## src/logic/rspr_pkg.sv

```systemverilog
// Purpose: Shared constants and types of the receiver status packet responder
// Assumes: Packet framing is done outside; commands arrive already decoded
// Notes:   Report payloads leave most significant byte first
package rspr_pkg;

   // Command identifiers
   localparam logic [7:0] CMD_LAST_FIX  = 8'h37;
   localparam logic [7:0] CMD_SYS_DATA  = 8'h38;
   localparam logic [7:0] CMD_TRACK     = 8'h3C;
   localparam logic [7:0] CMD_TIME      = 8'h21;
   localparam logic [7:0] CMD_VERSION   = 8'h1F;
   localparam logic [7:0] CMD_HEALTH    = 8'h26;

   // Report identifiers
   localparam logic [7:0] RPT_FIX_STATUS = 8'h57;
   localparam logic [7:0] RPT_POS_XYZ    = 8'h42;
   localparam logic [7:0] RPT_VEL_XYZ    = 8'h43;
   localparam logic [7:0] RPT_SYS_DATA   = 8'h58;
   localparam logic [7:0] RPT_TRACK      = 8'h5C;
   localparam logic [7:0] RPT_TIME       = 8'h41;
   localparam logic [7:0] RPT_VERSION    = 8'h45;
   localparam logic [7:0] RPT_HEALTH     = 8'h46;
   localparam logic [7:0] RPT_ID_STATUS  = 8'h4B;

   // Pending slots, lower index wins
   localparam int P_FIXST = 0;
   localparam int P_POS   = 1;
   localparam int P_VEL   = 2;
   localparam int P_SYS   = 3;
   localparam int P_TRK   = 4;
   localparam int P_TIME  = 5;
   localparam int P_VER   = 6;
   localparam int P_HLTH  = 7;
   localparam int P_ID    = 8;
   localparam int NUM_RPT = 9;

   // Payload lengths in bytes
   localparam logic [4:0] LEN_FIXST = 5'h06;
   localparam logic [4:0] LEN_POS   = 5'h10;
   localparam logic [4:0] LEN_VEL   = 5'h14;
   localparam logic [4:0] LEN_SYS   = 5'h04;
   localparam logic [4:0] LEN_TRK   = 5'h05;
   localparam logic [4:0] LEN_TIME  = 5'h0A;
   localparam logic [4:0] LEN_VER   = 5'h0A;
   localparam logic [4:0] LEN_HLTH  = 5'h02;
   localparam logic [4:0] LEN_ID    = 5'h03;
   localparam logic [4:0] LEN_ONE   = 5'h01;
   localparam int         BUF_W     = 160;
   localparam int         BYTE_W    = 8;

   // Satellite data command fields
   localparam logic [7:0] OP_REQUEST    = 8'h01;
   localparam logic [7:0] OP_LOAD       = 8'h02;
   localparam logic [7:0] DT_ALMANAC    = 8'h02;
   localparam logic [7:0] DT_EPHEMERIS  = 8'h06;
   localparam logic [7:0] SAT_MAX       = 8'h20;

   // Output option word: byte 0 position, byte 1 velocity, byte 2 timing
   localparam int          OPT_POS_XYZ_BIT  = 0;
   localparam int          OPT_PREC_BIT     = 4;
   localparam int          OPT_VEL_XYZ_BIT  = 8;
   localparam int          OPT_TIME_UTC_BIT = 16;
   localparam int          OPT_FIX_ONREQ_BIT = 18;
   localparam logic [31:0] OPT_RESET        = 32'h0001_0101;

   // Health codes
   localparam logic [7:0] HC_FIXING      = 8'h00;
   localparam logic [7:0] HC_NO_TIME     = 8'h01;
   localparam logic [7:0] HC_NEED_INIT   = 8'h02;
   localparam logic [7:0] HC_DOP_HIGH    = 8'h03;
   localparam logic [7:0] HC_SATS_BASE   = 8'h08;
   localparam logic [7:0] HC_CHOSEN_BAD  = 8'h0C;
   localparam logic [2:0] SATS_ENOUGH    = 3'h4;

   // Error and status bit positions
   localparam int ERR_MEMORY_BIT = 0;
   localparam int ERR_ANT_BIT    = 4;
   localparam int ST1_RTC_BIT    = 1;
   localparam int ST1_ALM_BIT    = 3;

   // Time and week
   localparam logic [31:0] FLOAT_SIGN   = 32'h8000_0000;
   localparam logic [9:0]  WEEK_LAST    = 10'h3FF;
   localparam int          YEAR_BASE_NAV = 1900;
   localparam int          YEAR_BASE_SIG = 2000;

   // Automatic cycle
   localparam longint CLK_HZ        = 64'd100_000_000;
   localparam longint AUTO_PERIOD_S = 64'd5;
   localparam longint AUTO_CYCLES   = AUTO_PERIOD_S * CLK_HZ;

   typedef enum logic [1:0] {
      TS_NONE   = 2'b00,
      TS_APPROX = 2'b01,
      TS_SOLN   = 2'b11,
      TS_SAT    = 2'b10
   } rspr_tsrc_type;

   typedef enum logic [1:0] {
      ST_IDLE = 2'b00,
      ST_SEND = 2'b01
   } rspr_state_type;

   typedef struct packed {
      logic       valid;
      logic [7:0] id;
      logic [7:0] op;
      logic [7:0] dtype;
      logic [7:0] sat;
      logic [7:0] len;
   } rspr_cmd_type;

   typedef struct packed {
      logic [31:0] x;
      logic [31:0] y;
      logic [31:0] z;
      logic [31:0] t_gps;
      logic [31:0] t_utc;
      logic [31:0] vx;
      logic [31:0] vy;
      logic [31:0] vz;
      logic [31:0] bias;
   } rspr_fix_type;

   typedef struct packed {
      logic       valid;
      logic [7:0] id;
      logic [7:0] data;
      logic       last;
   } rspr_rpt_type;

endpackage

```

## src/logic/rspr_top.sv

```systemverilog
// Purpose: Command answers and report scheduling of a timing receiver
// Assumes: Commands arrive decoded, one per valid cycle
// Notes:   One report at a time, bytes most significant first
// Operation
// - Last-fix request sends status, then selected fixes
// - Satellite data request answers data report
// - Data type codes two to six
// - Satellite id zero or one to 32
// - Ephemeris load refused
// - Tracking report only when data exists
// - Time report on request and five-second cycle
// - Time report: week time, week, offset
// - Extended week keeps counting past rollover
// - Unknown time: negative, sent on request only
// - Health code follows time source
// - XYZ single position report at every fix
// - Position report fields, time base selectable
// - Velocity report at every fix when enabled
// - Version report after power-on and request
// - Version years offset 1900 and 2000
// - Health with id report on reset, request, cycle
// - Status changes wait for next cycle
// - Health code values by condition
// - Error bits sticky until reset
// - On-request mode withholds automatic fix reports
// - Time type selects time base, UTC default
`timescale 1ns/1ps
`default_nettype none
module rspr_top
   import rspr_pkg::*;
#(
   parameter longint          AUTO_CYCLES_P = rspr_pkg::AUTO_CYCLES,
   parameter logic [7:0]      MACHINE_ID    = 8'h5A, // Arbitrary value
   parameter logic [7:0]      NAV_MAJOR     = 8'h01,
   parameter logic [7:0]      NAV_MINOR     = 8'h00,
   parameter logic [7:0]      NAV_MONTH     = 8'h01,
   parameter logic [7:0]      NAV_DAY       = 8'h01,
   parameter int              NAV_YEAR      = 2001,
   parameter logic [7:0]      SIG_MAJOR     = 8'h01,
   parameter logic [7:0]      SIG_MINOR     = 8'h00,
   parameter logic [7:0]      SIG_MONTH     = 8'h01,
   parameter logic [7:0]      SIG_DAY       = 8'h01,
   parameter int              SIG_YEAR      = 2001
) (
   input  wire logic                   CORE_CLK,
   input  wire logic                   RST,
   input  wire rspr_pkg::rspr_cmd_type CMD,
   input  wire logic                   FIX_EVENT,
   input  wire rspr_pkg::rspr_fix_type FIX,
   input  wire logic                   OPT_LOAD,
   input  wire logic [31:0]            OPT_WORD,
   input  wire logic                   SOFT_RESET,
   input  wire rspr_pkg::rspr_tsrc_type TIME_SRC,
   input  wire logic [31:0]            TIME_OF_WEEK,
   input  wire logic [9:0]             WEEK,
   input  wire logic                   WEEK_VALID,
   input  wire logic [31:0]            UTC_OFFSET,
   input  wire logic                   NEED_INIT,
   input  wire logic                   POSITION_DILUTION_HIGH,
   input  wire logic [2:0]             USABLE_SATS,
   input  wire logic                   CHOSEN_UNUSABLE,
   input  wire logic                   BATTERY_BACKED_MEMORY_FAIL,
   input  wire logic                   ANT_SHORT_PIN,
   input  wire logic                   RTC_UNAVAIL,
   input  wire logic                   ALM_INCOMPLETE,
   input  wire logic                   TRACK_AVAIL,
   input  wire logic [31:0]            TRACK_DATA,
   input  wire logic                   RPT_READY,
   output var  rspr_pkg::rspr_rpt_type RPT,
   output var  logic                   LOAD_ACCEPT,
   output var  logic                   CMD_REJECT
);
   import rspr_pkg::*;

   rspr_state_type     state_r;
   logic [NUM_RPT-1:0] pend_r;
   logic [NUM_RPT-1:0] pend_set;
   logic [NUM_RPT-1:0] pend_clr;
   logic [31:0]        opt_r;
   rspr_fix_type       fix_r;
   logic [7:0]         err_r;
   logic               boot_r;
   logic [5:0]         epoch_r;
   logic [9:0]         week_r;
   logic [31:0]        cnt_r;
   logic               tick;
   logic [7:0]         sys_type_r;
   logic [7:0]         sys_sat_r;
   logic [7:0]         trk_sat_r;
   logic [BUF_W-1:0]   buf_r;
   logic [BUF_W-1:0]   buf_nxt;
   logic [4:0]         left_r;
   logic [4:0]         len_nxt;
   logic [7:0]         id_r;
   logic [7:0]         id_nxt;
   logic [3:0]         sel;
   logic               any;
   logic               ant_short;
   logic [7:0]         health_code;
   logic               time_known;
   logic               pos_sel;
   logic               vel_sel;
   logic               fix_onreq;
   logic [31:0]        tfix;
   logic [31:0]        tow_rep;
   logic [15:0]        ext_week;
   logic               beat;
   logic               cmd_ok;
   logic               load_go;

   rspr_sync u_ant_sync (
      .clk  (CORE_CLK),
      .rst  (RST),
      .din  (ANT_SHORT_PIN),
      .dout (ant_short)
   );

   assign time_known = (TIME_SRC != TS_NONE);
   assign pos_sel    = opt_r[OPT_POS_XYZ_BIT] && !opt_r[OPT_PREC_BIT];
   assign vel_sel    = opt_r[OPT_VEL_XYZ_BIT];
   assign fix_onreq  = opt_r[OPT_FIX_ONREQ_BIT];
   assign tfix       = opt_r[OPT_TIME_UTC_BIT] ? fix_r.t_utc : fix_r.t_gps;
   assign tow_rep    = time_known ? TIME_OF_WEEK : (TIME_OF_WEEK | FLOAT_SIGN);
   assign ext_week   = {epoch_r, week_r};
   assign tick       = (cnt_r == 32'(AUTO_CYCLES_P - 1));
   assign beat       = (state_r == ST_SEND) && RPT_READY;
   assign load_go    = (state_r == ST_IDLE) && any;
   // Type and satellite checks for the data command
   assign cmd_ok     = (CMD.dtype >= DT_ALMANAC) && (CMD.dtype <= DT_EPHEMERIS)
                       && (CMD.sat <= SAT_MAX);

   // Health code from time source and tracking condition
   always_comb begin
      health_code = HC_NO_TIME;
      if (TIME_SRC == TS_SOLN) begin
         health_code = HC_FIXING;
      end else if (TIME_SRC == TS_SAT) begin
         if (NEED_INIT) begin
            health_code = HC_NEED_INIT;
         end else if (CHOSEN_UNUSABLE) begin
            health_code = HC_CHOSEN_BAD;
         end else if (USABLE_SATS < SATS_ENOUGH) begin
            health_code = HC_SATS_BASE + {5'h00, USABLE_SATS};
         end else begin
            health_code = HC_DOP_HIGH;
         end
      end
   end

   // Options; time base defaults to UTC
   always_ff @(posedge CORE_CLK) begin
      if (RST) begin
         opt_r <= OPT_RESET;
      end else if (OPT_LOAD) begin
         opt_r <= OPT_WORD;
      end
   end

   always_ff @(posedge CORE_CLK) begin
      if (RST) begin
         fix_r <= '0;
      end else if (FIX_EVENT) begin
         fix_r <= FIX;
      end
   end

   // Week rollover extends the count
   always_ff @(posedge CORE_CLK) begin
      if (RST) begin
         epoch_r <= 6'h00;
         week_r  <= 10'h000;
      end else if (WEEK_VALID) begin
         week_r <= WEEK;
         if (WEEK < week_r) begin
            epoch_r <= epoch_r + 6'h01;
         end
      end
   end

   // Strap caught on the first edge after release
   always_ff @(posedge CORE_CLK) begin
      if (RST) begin
         boot_r <= 1'b1;
         err_r  <= 8'h00;
      end else begin
         boot_r <= 1'b0;
         if (boot_r && BATTERY_BACKED_MEMORY_FAIL) begin
            err_r[ERR_MEMORY_BIT] <= 1'b1;
         end
         if (ant_short) begin
            err_r[ERR_ANT_BIT] <= 1'b1;
         end
      end
   end

   // Free-running cycle; changes in between only show at the next tick
   always_ff @(posedge CORE_CLK) begin
      if (RST || tick) begin
         cnt_r <= 32'h0000_0000;
      end else begin
         cnt_r <= cnt_r + 32'h0000_0001;
      end
   end

   // Requests for reports
   always_comb begin
      pend_set = '0;
      if (CMD.valid) begin
         if (CMD.id == CMD_LAST_FIX) begin
            pend_set[P_FIXST] = 1'b1;
            pend_set[P_POS]   = pos_sel;
            pend_set[P_VEL]   = vel_sel;
         end else if (CMD.id == CMD_SYS_DATA) begin
            pend_set[P_SYS] = cmd_ok && (CMD.op == OP_REQUEST);
         end else if (CMD.id == CMD_TRACK) begin
            pend_set[P_TRK] = TRACK_AVAIL && (CMD.sat <= SAT_MAX);
         end else if (CMD.id == CMD_TIME) begin
            pend_set[P_TIME] = 1'b1;
         end else if (CMD.id == CMD_VERSION) begin
            pend_set[P_VER] = 1'b1;
         end else if (CMD.id == CMD_HEALTH) begin
            pend_set[P_HLTH] = 1'b1;
            pend_set[P_ID]   = 1'b1;
         end
      end
      if (FIX_EVENT && !fix_onreq) begin
         pend_set[P_POS] = pend_set[P_POS] | pos_sel;
         pend_set[P_VEL] = pend_set[P_VEL] | vel_sel;
      end
      if (tick) begin
         pend_set[P_TIME] = pend_set[P_TIME] | time_known;
         pend_set[P_HLTH] = 1'b1;
         pend_set[P_ID]   = 1'b1;
      end
      if (boot_r) begin
         pend_set[P_VER] = 1'b1;
      end
      if (boot_r || SOFT_RESET) begin
         pend_set[P_HLTH] = 1'b1;
         pend_set[P_ID]   = 1'b1;
      end
   end

   // Lowest pending slot is served first
   always_comb begin
      sel = 4'h0;
      any = 1'b0;
      for (int i = NUM_RPT - 1; i >= 0; i--) begin
         if (pend_r[i]) begin
            sel = 4'(i);
            any = 1'b1;
         end
      end
      pend_clr = '0;
      if (load_go) begin
         pend_clr[sel] = 1'b1;
      end
   end

   // A new request in the serving cycle survives
   always_ff @(posedge CORE_CLK) begin
      if (RST) begin
         pend_r <= '0;
      end else begin
         pend_r <= (pend_r & ~pend_clr) | pend_set;
      end
   end

   // Satellite data fields; in-range loads other than ephemeris are accepted
   always_ff @(posedge CORE_CLK) begin
      if (RST) begin
         sys_type_r  <= 8'h00;
         sys_sat_r   <= 8'h00;
         trk_sat_r   <= 8'h00;
         LOAD_ACCEPT <= 1'b0;
         CMD_REJECT  <= 1'b0;
      end else begin
         LOAD_ACCEPT <= 1'b0;
         CMD_REJECT  <= 1'b0;
         if (CMD.valid && CMD.id == CMD_SYS_DATA) begin
            if (!cmd_ok || (CMD.op != OP_REQUEST && CMD.op != OP_LOAD)) begin
               CMD_REJECT <= 1'b1;
            end else if (CMD.op == OP_LOAD) begin
               LOAD_ACCEPT <= (CMD.dtype != DT_EPHEMERIS);
               CMD_REJECT  <= (CMD.dtype == DT_EPHEMERIS);
            end else begin
               sys_type_r <= CMD.dtype;
               sys_sat_r  <= CMD.sat;
            end
         end
         if (CMD.valid && CMD.id == CMD_TRACK) begin
            trk_sat_r <= CMD.sat;
         end
      end
   end

   // Payload left-aligned so the top byte goes first
   always_comb begin
      buf_nxt = '0;
      len_nxt = LEN_ONE;
      id_nxt  = RPT_FIX_STATUS;
      case (sel)
         4'(P_FIXST): begin
            buf_nxt[BUF_W-1 -: LEN_FIXST*BYTE_W] = {tfix, ext_week};
            len_nxt = LEN_FIXST;
         end
         4'(P_POS): begin
            buf_nxt[BUF_W-1 -: LEN_POS*BYTE_W] = {fix_r.x, fix_r.y, fix_r.z, tfix};
            len_nxt = LEN_POS;
            id_nxt  = RPT_POS_XYZ;
         end
         4'(P_VEL): begin
            buf_nxt = {fix_r.vx, fix_r.vy, fix_r.vz, fix_r.bias, tfix};
            len_nxt = LEN_VEL;
            id_nxt  = RPT_VEL_XYZ;
         end
         4'(P_SYS): begin
            buf_nxt[BUF_W-1 -: LEN_SYS*BYTE_W] = {OP_REQUEST, sys_type_r, sys_sat_r, 8'h00};
            len_nxt = LEN_SYS;
            id_nxt  = RPT_SYS_DATA;
         end
         4'(P_TRK): begin
            buf_nxt[BUF_W-1 -: LEN_TRK*BYTE_W] = {trk_sat_r, TRACK_DATA};
            len_nxt = LEN_TRK;
            id_nxt  = RPT_TRACK;
         end
         4'(P_TIME): begin
            buf_nxt[BUF_W-1 -: LEN_TIME*BYTE_W] = {tow_rep, ext_week, UTC_OFFSET};
            len_nxt = LEN_TIME;
            id_nxt  = RPT_TIME;
         end
         4'(P_VER): begin
            buf_nxt[BUF_W-1 -: LEN_VER*BYTE_W] = {NAV_MAJOR, NAV_MINOR, NAV_MONTH, NAV_DAY,
               8'(NAV_YEAR - YEAR_BASE_NAV), SIG_MAJOR, SIG_MINOR, SIG_MONTH, SIG_DAY,
               8'(SIG_YEAR - YEAR_BASE_SIG)};
            len_nxt = LEN_VER;
            id_nxt  = RPT_VERSION;
         end
         4'(P_HLTH): begin
            buf_nxt[BUF_W-1 -: LEN_HLTH*BYTE_W] = {health_code, err_r};
            len_nxt = LEN_HLTH;
            id_nxt  = RPT_HEALTH;
         end
         4'(P_ID): begin
            buf_nxt[BUF_W-1 -: LEN_ID*BYTE_W] = {MACHINE_ID,
               4'h0, ALM_INCOMPLETE, 1'b0, RTC_UNAVAIL, 1'b0, 8'h00};
            len_nxt = LEN_ID;
            id_nxt  = RPT_ID_STATUS;
         end
         default: begin
            buf_nxt = '0;
         end
      endcase
   end

   // Serialiser; content frozen at load so a packet never mixes two fixes
   always_ff @(posedge CORE_CLK) begin
      if (RST) begin
         state_r <= ST_IDLE;
         buf_r   <= '0;
         left_r  <= 5'h00;
         id_r    <= 8'h00;
      end else begin
         case (state_r)
            ST_IDLE: begin
               if (any) begin
                  state_r <= ST_SEND;
                  buf_r   <= buf_nxt;
                  left_r  <= len_nxt;
                  id_r    <= id_nxt;
               end
            end
            ST_SEND: begin
               if (RPT_READY) begin
                  buf_r  <= buf_r << BYTE_W;
                  left_r <= left_r - LEN_ONE;
                  if (left_r == LEN_ONE) begin
                     state_r <= ST_IDLE;
                  end
               end
            end
            default: begin
               state_r <= ST_IDLE;
            end
         endcase
      end
   end

   always_comb begin
      RPT.valid = (state_r == ST_SEND);
      RPT.id    = id_r;
      RPT.data  = buf_r[BUF_W-1 -: BYTE_W];
      RPT.last  = (state_r == ST_SEND) && (left_r == LEN_ONE);
   end
endmodule
`default_nettype wire

```

## src/logic/rspr_sync.sv

```systemverilog
// Purpose: Three-stage input synchroniser with agreement filter
// Assumes: Input is asynchronous to CORE_CLK
// Notes:   Output follows once stages two and three agree
`timescale 1ns/1ps
`default_nettype none
module rspr_sync (
   input  wire logic clk,
   input  wire logic rst,
   input  wire logic din,
   output var  logic dout
);
   logic s1_r;
   logic s2_r;
   logic s3_r;

   always_ff @(posedge clk) begin
      if (rst) begin
         s1_r <= 1'b0;
         s2_r <= 1'b0;
         s3_r <= 1'b0;
      end else begin
         s1_r <= din;
         s2_r <= s1_r;
         s3_r <= s2_r;
      end
   end

   // Stage one is read by stage two only
   always_ff @(posedge clk) begin
      if (rst) begin
         dout <= 1'b0;
      end else if (s2_r == s3_r) begin
         dout <= s3_r;
      end
   end
endmodule
`default_nettype wire

```

## config.mk

```make
export PLATFORM = sky130hd
export DESIGN_NAME = rspr_top
export DESIGN_NICKNAME = d
export VERILOG_FILES = /design/src/logic/rspr_pkg.sv /design/src/logic/rspr_top.sv /design/src/logic/rspr_sync.sv
export SDC_FILE = /design/constraint.sdc
export NUM_CORES = 1
export LEC_CHECK = 0
export BUFFER_PORTS_ARGS = -buffer_cell sky130_fd_sc_hd__buf_2
export CAP_MARGIN = 20
export CELL_PAD_IN_SITES_DETAIL_PLACEMENT = 1
export CELL_PAD_IN_SITES_GLOBAL_PLACEMENT = 1
export CORE_MARGIN = 5
export CORE_UTILIZATION = 43
export CTS_CLUSTER_DIAMETER = 100
export DETAILED_ROUTE_END_ITERATION = 7
export HOLD_SLACK_MARGIN = 0.1
export PLACE_DENSITY_LB_ADDON = 0.1
export REMOVE_ABC_BUFFERS = 1
export SLEW_MARGIN = 20
export SYNTH_ARGS = -nofsm -noshare
export SYNTH_HDL_FRONTEND = slang
export SYNTH_SLANG_ARGS = --single-unit
```

## constraint.sdc

```tcl
create_clock -name CORE_CLK -period 4.91 [get_ports CORE_CLK]
set_clock_uncertainty 0.1 [all_clocks]
set_input_delay 0.2455 -clock CORE_CLK [delete_from_list [all_inputs] [get_ports CORE_CLK]]
set_output_delay 0.2455 -clock CORE_CLK [all_outputs]
set_load 0.03 [all_outputs]
```

==> impl_metrics.yaml <==
run_status:
  status: "finished clean"
worst_setup_path:
  critPathCaptureType: "register"
  arrival_ps: 4410
  worst_path_largest_cell_delay_ps: 990
  rr_endpoint: "buf_r[97]"
  crit_type: "register to register"
  required_ps: 5390
  slowest_stage: "o31ai_4"
  reg2reg_depth: 7
  start_kind: "register"
  crit_chain: "or4_1 > o31ai_4 > buf_12 > a221o_1 > a21oi_1 > nor3_1 > dlygate4sd3_1"
  r2r_start: "pend_r[3]"
  r2r_setup_slack_ps: 980
  path_max_fanout: 65
placement:
  dp_hpwl_um: 64100
  io_buffers: 468
  placed_cells: 3770
  place_congestion: 0.856
die:
  io_pins: 507
  start_util_pct: 43.3
  core_um2: 56300
  die-width_um: 248
  std_cell_rows: 87
  fp.dieH_um: 248
  die_area_um2: 61500
grt:
  antenna_found_initial: 9
  grt_overflow: 0
  grt_max_degree: 172
  grt_pass1_wl_um: 172000
  grt_pass1_vias: 28400
  grtUsageTotal_pct: 35.9
sta:
  worstMarginPinSlew_ps: 1100
  fmax_mhz: 254
  hold_viol: 0
  finalSetupViolations: 0
  maxSlewViolCount: 0
  slew_headroom_pct: 26.1
  layout_min_cycle_time_ps: 3930
  timing.final.crit_share_pct: 80.1
  rsz0062_at_grt: "no"
detailed_routing:
  wl_um: 115000
  postRouteAntennaNets: 0
  dr_total_vias: 26000
  routedWlPerCell_um: 26.3
  drt_first_pass_iters: 6
  first_iter_violations: 2056
  vias_per_cell: 5.92
  drc: 0
power_and_ir_drop:
  ir_drop_uv: 286
  powerDensity_nw_per_um2: 348
  power_leakage_uw: 0.0146
yosys:
  syn_area_per_cell_um2: 8.87
  syn_inst: 2744
  synth-edff-count: 0
  synthesis.area_um2: 24300
  synth-seq-cells: 555
  synth_seq_area_share_pct: 45.6
  yosysTopAreaCell: "dfxtp_1"
  synth_top_area_share_pct: 45.6
  synth.distinct_cells: 70
  yosysMostFrequentCell: "dfxtp_1"
  yosys-top-cells-area: "dfxtp_1, mux2i_1, nor2_1"
  synthFlopType: "dfxtp_1"
  yosys-top-cells-count: "dfxtp_1, nor2_1, mux2i_1"
  yosys_warnings: 0
  synthArstFlopShare_pct: 0
cells_and_area:
  instances_no_fill: 4382
  nFillCells: 6396
  layout-drive-gt1-share_pct: 18.1
  area_growth_pct: 40.1
  fin_util_pct: 60.6
  fin_nets: 4069
clock_network:
  htree_levels: 2
  cts_sinks: 555
  cts_buffer_depth: 3
  cts_setup_buffers: 0
  cts_tree: "done"
  holdBufCountCts: 493
  cts_made_buffers: 60
  cts_resized: 0
  clk-insertion-delay-late_ps: 640
  root_buffer: "clkbuf_16"
  clk_pin_slew_ps: 60
min_path:
  worstHoldStart: "FIX_EVENT"
  min_path_type: "primary input to register"
  hold_end: "fix_r[153]"
  hold_depth: 3
run:
  drv_cap: 0
[kinds of logic (layout without fill, tap and decap cells)]
family / Yosys count / count (layout) / share of synthesized area (%)
adder cells (fa/ha/maj): 13 / 13 / 0.668
AND/OR/NAND/NOR: 881 / 881 / 16.1
XOR/XNOR: 34 / 34 / 1.22
buffers and inverters: 261 / 1128 / 4.43
AO/OA/AOI/OAI: 634 / 634 / 16.8
flip-flops: 555 / 555 / 45.6
multiplexers: 365 / 365 / 15.1
other: 1 / 16 / 0.0154
[critical path: cells and delay by family, from the launching register on]
kind                   cells  cell delay (ps)
AO/OA/AOI/OAI              3             1240
buffers and inverters      2             1000
flip-flops                 1              400
AND/OR/NAND/NOR            2             1090
[metal layers]
metal	vias up	part of all wire [%]	GRT usage (%)
met3	356	6.3	5.36
met5	-	0.0087	0
met2	1149	50	63.8
li1	11500	-	-
met4	2	5.2	17.6
met1	12900	38	42.4
[how the worst max path moves through the flow]
stage / start / slack [ps] / end
after CTS: pend_r[0] / 1050 / buf_r[93]
after floorplan: state_r[0] / -3610 / buf_r[156]
after global placement: pend_r[2] / 1420 / buf_r[134]
final: pend_r[3] / 980 / buf_r[97]
after global routing: pend_r[4] / 860 / buf_r[97]
after detailed placement: pend_r[2] / 1420 / buf_r[127]
[where the power goes]
group          internal (uW)  switching, uW
clock                   2730           1980
sequential              4800            233
combinational            901           1210
total                   8430           3430
[metrics by stage]
stage	power, uW	setup WS [ps]	TNS (ps)	hold WS, ps	area [um^2]
final	11900	978	0	86.0	34100
after global routing	12200	858	0	131	34100
after CTS	11700	1050	0	103	34100
after detailed placement	6750	1420	0	343	27100
after global placement	6690	1420	0	330	27100
after floorplan	5920	-3610	-476620	173	23300
[cell usage in the layout, fill, tap and decap left out, types with 10 or more instances in the layout]
cell type,count
nand2_1,140
mux2i_1,343
nand4_1,14
o21ai_0,200
xnor2_1,11
or3_1,46
diode_2,14
dfxtp_1,553
xor2_1,23
a22oi_1,60
nand3_1,31
nand2b_1,15
buf_4,34
a211oi_1,26
o221ai_1,12
mux2_2,22
and3_1,34
a222oi_1,19
inv_1,20
ha_1,13
clkbuf_16,60
clkbuf_1,12
dlygate4sd3_1,493
o211ai_1,10
nor2_1,470
nor4_1,10
a221o_1,14
a31oi_1,23
nor3_1,60
a21oi_1,155
a221oi_1,66
buf_2,466
clkbuf_8,19
[flip-flops by register name, summed over array words and instances, names as in the netlist, 2 cells and up]
signal and flops:
err_r 2, id_r 6, sys_type_r 8, trk_sat_r 8, opt_r 5, buf_r 160, sys_sat_r 8, epoch_r 6
week_r 10, pend_r 9, left_r 5, fix_r 288, cnt_r 32
[cell type report]
cell class                 count  area, um^2  area share (%)
antenna                       14        35.0           0.103
clock buffer                  91        1810            5.30
clock inverter                14         188           0.550
inverter                      22        83.8           0.246
multi-input combinational   1929       12300            35.9
sequential                   555       11100            32.6
tap                          756         946            2.77
timing repair buffer        1001        7660            22.5
No activity file was read; power rests on OpenSTA's default activity.
